[src/ext_irq_defs.svh]
// constants for the extended interrupt priority and external input block
`ifndef EXT_IRQ_DEFS_SVH
`define EXT_IRQ_DEFS_SVH

// ==========================================
// register addresses on the special function bus
`define ADDR_PRIO_ONE      8'hce
`define ADDR_PRIO_TWO      8'hcf
`define ADDR_INPUT_CONFIG  8'he4
`define ADDR_TIMER_CONTROL 8'h88

// ==========================================
// reset values
`define RST_PRIO_ONE       8'h00
`define RST_PRIO_TWO       8'h00
`define RST_INPUT_CONFIG   8'h01
`define RST_TIMER_CONTROL  4'h0

// ==========================================
// first priority register bit positions
`define BIT_TIMER_THREE    7
`define BIT_PRIO_ONE_RSVD  6
`define BIT_COMPARATOR     5
`define BIT_COUNTER_ARRAY  4
`define BIT_ADC_DONE       3
`define BIT_ADC_WINDOW     2
`define BIT_PORT_MATCH     1
`define BIT_TWO_WIRE       0

// second priority register bit positions and writable mask
`define BIT_CAPS_GREATER   1
`define BIT_CAPS_DONE      0
`define PRIO_TWO_MASK      8'h03

// ==========================================
// input configuration fields
`define BIT_ONE_POLARITY   7
`define FLD_ONE_SEL_HI     6
`define FLD_ONE_SEL_LO     4
`define BIT_ZERO_POLARITY  3
`define FLD_ZERO_SEL_HI    2
`define FLD_ZERO_SEL_LO    0

// timer control bits held here
`define BIT_ZERO_TRIGGER   0
`define BIT_ZERO_PENDING   1
`define BIT_ONE_TRIGGER    2
`define BIT_ONE_PENDING    3
`define TIMER_CONTROL_REG_HELD_HI       3

// ==========================================
// source numbering toward the core
`define NUM_SOURCES        11
`define SRC_EXT_ZERO       4'h0
`define SRC_EXT_ONE        4'h1
`define SRC_ONCHIP_BASE    2

`endif

[src/ext_irq_pkg.sv]
// types for the extended interrupt priority and external input block
package ext_irq_pkg;
    // service level in progress, gray coded along none-low-high
    typedef enum logic [1:0] {
        svc_none = 2'b00,
        svc_low  = 2'b01,
        svc_high = 2'b11
    } svc_level_e;
    typedef logic [3:0] src_id_t;
endpackage

[src/ext_interrupt_priority_logic.sv]
// extended interrupt priorities, external inputs and request selection
`timescale 1ns/1ps
`default_nettype none
`include "ext_irq_defs.svh"
// ==========================================

module ext_interrupt_priority_logic
    import ext_irq_pkg::*;
(
    input  wire logic        sys_clk_i,
    input  wire logic        rst_n_i,
    input  wire logic [7:0]  sfr_addr_i,
    input  wire logic        sfr_wr_i,
    input  wire logic [7:0]  sfr_wdata_i,
    input  wire logic        sfr_rd_i,
    output logic      [7:0]  sfr_rdata_o,
    input  wire logic [7:0]  port_zero_i,
    input  wire logic [1:0]  ext_enable_i,
    input  wire logic [1:0]  ext_high_prio_i,
    input  wire logic [8:0]  onchip_req_i,
    input  wire logic        vector_take_i,
    input  wire logic [3:0]  vector_id_i,
    input  wire logic        service_done_i,
    output logic             irq_req_o,
    output logic      [3:0]  irq_id_o,
    output logic             irq_high_o,
    output logic      [1:0]  ext_pending_o
);

    // ==========================================
    // registers
    logic [7:0]  ext_irq_priority_one;
    logic [7:0]  ext_irq_priority_two;
    logic [7:0]  ext_input_config;
    logic [1:0]  trigger_type;
    logic [1:0]  pending;

    logic        hit_prio_one;
    logic        hit_prio_two;
    logic        hit_config;
    logic        hit_timer;

    assign hit_prio_one = sfr_addr_i == `ADDR_PRIO_ONE;
    assign hit_prio_two = sfr_addr_i == `ADDR_PRIO_TWO;
    assign hit_config   = sfr_addr_i == `ADDR_INPUT_CONFIG;
    assign hit_timer    = sfr_addr_i == `ADDR_TIMER_CONTROL;

    // reserved bit 6 is stored as written; software keeps it zero
    always_ff @(posedge sys_clk_i or negedge rst_n_i) begin
        if (!rst_n_i) begin
            ext_irq_priority_one <= `RST_PRIO_ONE;
        end else if (sfr_wr_i && hit_prio_one) begin
            ext_irq_priority_one <= sfr_wdata_i;
        end
    end

    always_ff @(posedge sys_clk_i or negedge rst_n_i) begin
        if (!rst_n_i) begin
            ext_irq_priority_two <= `RST_PRIO_TWO;
        end else if (sfr_wr_i && hit_prio_two) begin
            ext_irq_priority_two <= sfr_wdata_i & `PRIO_TWO_MASK;
        end
    end

    always_ff @(posedge sys_clk_i or negedge rst_n_i) begin
        if (!rst_n_i) begin
            ext_input_config <= `RST_INPUT_CONFIG;
        end else if (sfr_wr_i && hit_config) begin
            ext_input_config <= sfr_wdata_i;
        end
    end

    always_ff @(posedge sys_clk_i or negedge rst_n_i) begin
        if (!rst_n_i) begin
            trigger_type <= 2'h0;
        end else if (sfr_wr_i && hit_timer) begin
            trigger_type[0] <= sfr_wdata_i[`BIT_ZERO_TRIGGER];
            trigger_type[1] <= sfr_wdata_i[`BIT_ONE_TRIGGER];
        end
    end

    // ==========================================
    // priority map of all sources
    logic [`NUM_SOURCES-1:0] src_prio;
    logic [`NUM_SOURCES-1:0] src_req;

    assign src_prio[`SRC_EXT_ZERO] = ext_high_prio_i[0];
    assign src_prio[`SRC_EXT_ONE]  = ext_high_prio_i[1];
    assign src_prio[2]  = ext_irq_priority_one[`BIT_TIMER_THREE];
    assign src_prio[3]  = ext_irq_priority_one[`BIT_COMPARATOR];
    assign src_prio[4]  = ext_irq_priority_one[`BIT_COUNTER_ARRAY];
    assign src_prio[5]  = ext_irq_priority_one[`BIT_ADC_DONE];
    assign src_prio[6]  = ext_irq_priority_one[`BIT_ADC_WINDOW];
    assign src_prio[7]  = ext_irq_priority_one[`BIT_PORT_MATCH];
    assign src_prio[8]  = ext_irq_priority_one[`BIT_TWO_WIRE];
    assign src_prio[9]  = ext_irq_priority_two[`BIT_CAPS_GREATER];
    assign src_prio[10] = ext_irq_priority_two[`BIT_CAPS_DONE];

    assign src_req = {onchip_req_i, pending & ext_enable_i};

    // ==========================================
    // external inputs, one generate slice each
    logic [2:0] pin_sel  [2];
    logic [1:0] polarity;

    assign pin_sel[0]  = ext_input_config[`FLD_ZERO_SEL_HI:`FLD_ZERO_SEL_LO];
    assign pin_sel[1]  = ext_input_config[`FLD_ONE_SEL_HI:`FLD_ONE_SEL_LO];
    assign polarity[0] = ext_input_config[`BIT_ZERO_POLARITY];
    assign polarity[1] = ext_input_config[`BIT_ONE_POLARITY];

    // port pins come from outside the clock domain: three stages
    logic [7:0] pin_s1;
    logic [7:0] pin_s2;
    logic [7:0] pin_s3;
    logic [7:0] pin_clean;

    always_ff @(posedge sys_clk_i or negedge rst_n_i) begin
        if (!rst_n_i) begin
            pin_s1 <= 8'h00;
            pin_s2 <= 8'h00;
            pin_s3 <= 8'h00;
        end else begin
            pin_s1 <= port_zero_i;
            pin_s2 <= pin_s1;
            pin_s3 <= pin_s2;
        end
    end

    // a pin change counts once stages two and three agree
    always_ff @(posedge sys_clk_i or negedge rst_n_i) begin
        if (!rst_n_i) begin
            pin_clean <= 8'h00;
        end else begin
            pin_clean <= (pin_s2 & pin_s3) | (pin_clean & (pin_s2 | pin_s3));
        end
    end

    logic [1:0] active;
    logic [1:0] active_prev;
    logic [1:0] clear_by_vector;
    logic [1:0] clear_by_write;

    assign clear_by_write[0] = sfr_wr_i && hit_timer && !sfr_wdata_i[`BIT_ZERO_PENDING];
    assign clear_by_write[1] = sfr_wr_i && hit_timer && !sfr_wdata_i[`BIT_ONE_PENDING];

    genvar ch;
    generate
        for (ch = 0; ch < 2; ch = ch + 1) begin : g_ext
            logic set_by_write;
            logic edge_seen;

            // pin read from the synchronised and filtered pin_clean, crossbar untouched
            assign active[ch] = pin_clean[pin_sel[ch]] ~^ polarity[ch];
            assign clear_by_vector[ch] = vector_take_i && (vector_id_i == src_id_t'(ch));
            assign set_by_write = sfr_wr_i && hit_timer &&
                                  sfr_wdata_i[(ch == 0) ? `BIT_ZERO_PENDING : `BIT_ONE_PENDING];
            assign edge_seen = active[ch] && !active_prev[ch];

            always_ff @(posedge sys_clk_i or negedge rst_n_i) begin
                if (!rst_n_i) begin
                    active_prev[ch] <= 1'b0;
                end else begin
                    active_prev[ch] <= active[ch];
                end
            end

            always_ff @(posedge sys_clk_i or negedge rst_n_i) begin
                if (!rst_n_i) begin
                    pending[ch] <= 1'b0;
                end else if (!trigger_type[ch]) begin
                    pending[ch] <= active[ch];
                end else if (edge_seen || set_by_write) begin
                    pending[ch] <= 1'b1;
                end else if (clear_by_vector[ch] || clear_by_write[ch]) begin
                    pending[ch] <= 1'b0;
                end
            end
        end
    endgenerate

    // ==========================================
    // request selection, high level before low, lowest index first
    logic       found_high;
    logic       found_low;
    src_id_t    id_high;
    src_id_t    id_low;

    always_comb begin
        found_high = 1'b0;
        found_low  = 1'b0;
        id_high    = '0;
        id_low     = '0;
        for (int i = `NUM_SOURCES - 1; i >= 0; i--) begin
            if (src_req[i] && src_prio[i]) begin
                found_high = 1'b1;
                id_high    = src_id_t'(i);
            end
            if (src_req[i] && !src_prio[i]) begin
                found_low = 1'b1;
                id_low    = src_id_t'(i);
            end
        end
    end

    // ==========================================
    // service level tracking
    svc_level_e svc_level;
    svc_level_e next_svc_level;
    logic       taken_high;
    logic       low_under_high;

    assign taken_high = src_prio[vector_id_i];

    always_comb begin
        next_svc_level = svc_level;
        case (svc_level)
            svc_none: begin
                if (vector_take_i) begin
                    next_svc_level = taken_high ? svc_high : svc_low;
                end
            end
            svc_low: begin
                if (vector_take_i && taken_high) begin
                    next_svc_level = svc_high;
                end else if (service_done_i) begin
                    next_svc_level = svc_none;
                end
            end
            svc_high: begin
                // nested high over low returns to low
                if (service_done_i) begin
                    next_svc_level = low_under_high ? svc_low : svc_none;
                end
            end
            default: begin
                next_svc_level = svc_none;
            end
        endcase
    end

    always_ff @(posedge sys_clk_i or negedge rst_n_i) begin
        if (!rst_n_i) begin
            low_under_high <= 1'b0;
        end else if (svc_level == svc_low && next_svc_level == svc_high) begin
            low_under_high <= 1'b1;
        end else if (svc_level == svc_high && service_done_i) begin
            low_under_high <= 1'b0;
        end
    end

    always_ff @(posedge sys_clk_i or negedge rst_n_i) begin
        if (!rst_n_i) begin
            svc_level <= svc_none;
        end else begin
            svc_level <= next_svc_level;
        end
    end

    // ==========================================
    // request toward the core
    logic    next_req;
    logic    next_high;
    src_id_t next_id;

    always_comb begin
        next_req  = 1'b0;
        next_high = 1'b0;
        next_id   = '0;
        if (found_high && svc_level != svc_high) begin
            next_req  = 1'b1;
            next_high = 1'b1;
            next_id   = id_high;
        end else if (found_low && svc_level == svc_none) begin
            next_req  = 1'b1;
            next_id   = id_low;
        end
    end

    // request dropped on the edge that registers the core's take, not one cycle after it
    always_ff @(posedge sys_clk_i or negedge rst_n_i) begin
        if (!rst_n_i) begin
            irq_req_o  <= 1'b0;
            irq_id_o   <= '0;
            irq_high_o <= 1'b0;
        end else begin
            irq_req_o  <= next_req && !vector_take_i;
            irq_id_o   <= next_id;
            irq_high_o <= next_high;
        end
    end

    always_ff @(posedge sys_clk_i or negedge rst_n_i) begin
        if (!rst_n_i) begin
            ext_pending_o <= 2'h0;
        end else begin
            ext_pending_o <= pending;
        end
    end

    // ==========================================
    // read back
    logic [7:0] next_rdata;

    always_comb begin
        next_rdata = 8'h00;
        if (hit_prio_one) begin
            next_rdata = ext_irq_priority_one;
        end else if (hit_prio_two) begin
            next_rdata = ext_irq_priority_two;
        end else if (hit_config) begin
            next_rdata = ext_input_config;
        end else if (hit_timer) begin
            next_rdata[`BIT_ZERO_TRIGGER] = trigger_type[0];
            next_rdata[`BIT_ZERO_PENDING] = pending[0];
            next_rdata[`BIT_ONE_TRIGGER]  = trigger_type[1];
            next_rdata[`BIT_ONE_PENDING]  = pending[1];
        end
    end

    always_ff @(posedge sys_clk_i or negedge rst_n_i) begin
        if (!rst_n_i) begin
            sfr_rdata_o <= 8'h00;
        end else if (sfr_rd_i) begin
            sfr_rdata_o <= next_rdata;
        end
    end

endmodule // ext_interrupt_priority_logic
`default_nettype wire

[config.mk]
export PLATFORM = sky130hd
export DESIGN_NAME = ext_interrupt_priority_logic
export DESIGN_NICKNAME = d
export VERILOG_FILES = /design/src/ext_irq_pkg.sv /design/src/ext_interrupt_priority_logic.sv
export VERILOG_INCLUDE_DIRS = /design/src
export SDC_FILE = /design/constraint.sdc
export NUM_CORES = 1
export LEC_CHECK = 0
export ABC_AREA = 1
export BUFFER_PORTS_ARGS = -buffer_cell sky130_fd_sc_hd__buf_4
export CAP_MARGIN = 20
export CORE_MARGIN = 2
export CORE_UTILIZATION = 50
export CTS_CLUSTER_SIZE = 24
export DETAILED_ROUTE_END_ITERATION = 8
export PLACE_DENSITY = 0.77
export SLEW_MARGIN = 10
export SYNTH_ARGS = -nofsm -noshare
export SYNTH_HDL_FRONTEND = slang
export SYNTH_SLANG_ARGS = --single-unit
[constraint.sdc]
create_clock -name sys_clk_i -period 1.4 [get_ports sys_clk_i]
set_input_delay 0.28 -clock sys_clk_i [delete_from_list [all_inputs] [get_ports sys_clk_i]]
set_output_delay 0.28 -clock sys_clk_i [all_outputs]
set_load 0.01 [all_outputs]
==> results.cfg <==
[logic_synthesis]
async_flop_share_pct = 100
synth_cell_types = 36
synth_edf_count = 0
netlist_instances = 403
synthTopCellsByArea = dfrtp_1 (53%), nand2_1 (12%), inv_1 (4.8%)
netlist_area_mm2 = 0.00352
yosysTopAreaCell = dfrtp_1
yosysSeqAreaShare_pct = 53.4
synth-seq-cells = 75
netlist.area_leader.share_pct = 52.7
synth-warning-count = 0
synth_nets = 450
synthFlopType = dfrtp_1
syn_area_per_cell_um2 = 8.72

[floorplanning]
dieArea_mm2 = 0.00772
start_util_pct = 51.7
core_mm2 = 0.00679
rows = 30
io_pins = 63
die_x_um = 87.9
die_h_um = 87.9

[worst_setup_path]
required_ns = 1.64
path_class = flip-flop to flip-flop
rr_startpoint = ext_irq_priority_one[3]
start_kind = flip-flop
crit_fanout = 3
cp-end-kind = flip-flop
crit_start = ext_irq_priority_one[3]
worstPathArrival_ns = 1.56

[power_and_ir_drop]
peakVddDrop_mv = 0.757
power_density_mw_per_mm2 = 1150
total_power_mw = 5.12
cellLeakagePower_nw = 2.28

[placed_design]
gp_congestion = 0.924
dp_cells = 568
numPortBuffers = 62
hpwlAfterDp_mm = 6.45
dpl-instance-area_mm2 = 0.00418

[cells_and_area]
num-nets-final = 536
final_util_pct = 65.7
multi_input_area_mm2 = 0.00145
antennaDiodeCount = 0
drive_gt1_share_pct = 28.3
synthToLayoutAreaGrowth_pct = 27.0
stdcell_area_mm2 = 0.00447
fillers = 563
final_cells = 590
regArea_mm2 = 0.00188

[clock_network]
cts_tree = done
cts-root-buf = clkbuf_8
clkSinkCount = 75
cts_buffer_depth = 2
worst_skew_pair.late_latency_ns = 0.35
clk_pin_slew_ns = 0.09
numCtsBuffers = 9
h-tree-depth = 3

[drt]
vias = 3022
m1WireLength_mm = 3.90
firstDrtPassIters = 5
top_layer_used = met4
ant_nets = 0
wl_met2_mm = 3.93
drc = 0
avgViaCountPerCell = 5.12
wire_per_inst_um = 14.3
drt_iter0_markers = 221
wl_met3_um = 465
drt_wl_total_mm = 8.43

[timing]
finClkSkew_ns = 0.0140
period_minus_slack_ns = 1.31
slew_viol_final = 0
fin_crit_sh_pct = 93.7
setup_violations = 0
hold_violations = 0
finalHoldWorstSlack_ns = 0.0312
fmax_mhz = 762
rsz0062_at_grt = yes
worst_slew_pin_slew_ns = 0.367
slew_headroom_pct = 75.5

[grt]
grt_pass1_wl_mm = 13.6
grt_max_degree = 28
grt_use_total_pct = 23.3
antenna_found_initial = 0
grt_pass1_vias = 2793
grt_overflow = 0

[min_path]
hold_path_class = input port to flip-flop
worstHoldStart = port_zero_i[7]

[run]
cap_viol_max_count = 0

[outcome]
status = finished clean
## critical path, stage by stage (launching register included)
cell and delay (ns):
dfrtp_1 0.39, inv_1 0.08, nand2_1 0.09, nand2_2 0.08
nor2_2 0.14, nand2_1 0.08, o21ai_2 0.16, nor2_1 0.08
nand2_1 0.06, nand2_1 0.04
## cells by family after synthesis
group | Yosys count | synth area share (%)
AND/OR/NAND/NOR | 202 | 26.5
flip-flops | 75 | 53.4
AO/OA/AOI/OAI | 64 | 11.4
buffers and inverters | 54 | 6.44
adder cells (fa/ha/maj) | 8 | 2.28
## area by class of cell
cell class,count,area share [%]
Sequential cell,75,42.1
Multi-Input combinational cell,274,32.4
Timing Repair Buffer,81,14.2
Inverter,48,4.03
Clock buffer,11,3.17
Tap cell,96,2.69
Clock inverter,5,1.46
## registers in the layout, indices dropped and copies added (netlist names)
name	flops
irq_id_o	4
ext_irq_priority_one	8
svc_level	2
sfr_rdata_o	8
ext_irq_priority_two	2
pin_s2	8
trigger_type	2
irq_req_o	1
pin_s1	8
active_prev	2
ext_input_config	8
irq_high_o	1
pending	2
low_under_high	1
pin_clean	8
ext_pending_o	2
pin_s3	8
## layout by cell type (no fill, tap or decap), drive strengths merged
cell type / n
dlygate4sd3: 1
dfstp: 1
inv: 52
o211ai: 7
o21a: 2
nand4: 2
bufinv: 1
nor2: 48
o22ai: 4
clkbuf: 11
nand3b: 3
nand3: 26
maj3: 8
nand2: 113
dfrtp: 74
buf: 80
and2: 3
or2: 1
nor3: 6
a31oi: 1
o21ai: 33
a21oi: 17
## per-stage QoR
step / worst slack (ns) / TNS, ns
finish: 0.0877 / 0
global route: -0.0408 / -0.0816
CTS: 0.0341 / 0
detailed placement: -0.0658 / -0.128
global placement: -0.0484 / -0.0963
floorplan: 0.157 / 0
## cell usage after synthesis, types with 6 or more instances
cell type,n
a21oi_1,11
a21oi_2,6
dfrtp_1,74
inv_1,45
maj3_1,8
nand2_1,109
nand3_1,24
nor2_1,44
o211ai_1,6
o21ai_0,20
o21ai_1,7
o21ai_2,6
## worst paths after layout
kind                                       end  slack (ns)  cells after the start
min in group asynchronous            pin_s3[5]        0.38                      2
setup / recovery                   irq_id_o[1]        0.09                      9
hold reg to reg                      pin_s2[4]        0.36                      0
setup reg to reg                   irq_id_o[1]        0.09                      9
max in group asynchronous  ext_input_config[0]        0.49                      3
hold / removal                       pin_s1[7]        0.03                      1
## what timing repair did
action,in CTS,in global routing
gates resized for setup,0,16
endpoints found under the hold margin,25,0
setup buffers,0,5
hold buffers,1,0
setup endpoints to repair,0,10
## metal layers
metal | GRT usage (%) | vias to the layer above
met4 | 8.53 | 0
met2 | 36.0 | 106
met5 | 0 | -
met3 | 3.96 | 13
li1 | - | 1471
met1 | 33.4 | 1432
## where the power goes
part	total [mW]	switching, mW	internal, mW
clock network	1.75	0.849	0.899
registers	2.49	0.129	2.36
logic	0.879	0.484	0.395
total	5.12	1.46	3.65
Note: power is estimated with default switching activity, not from simulation.
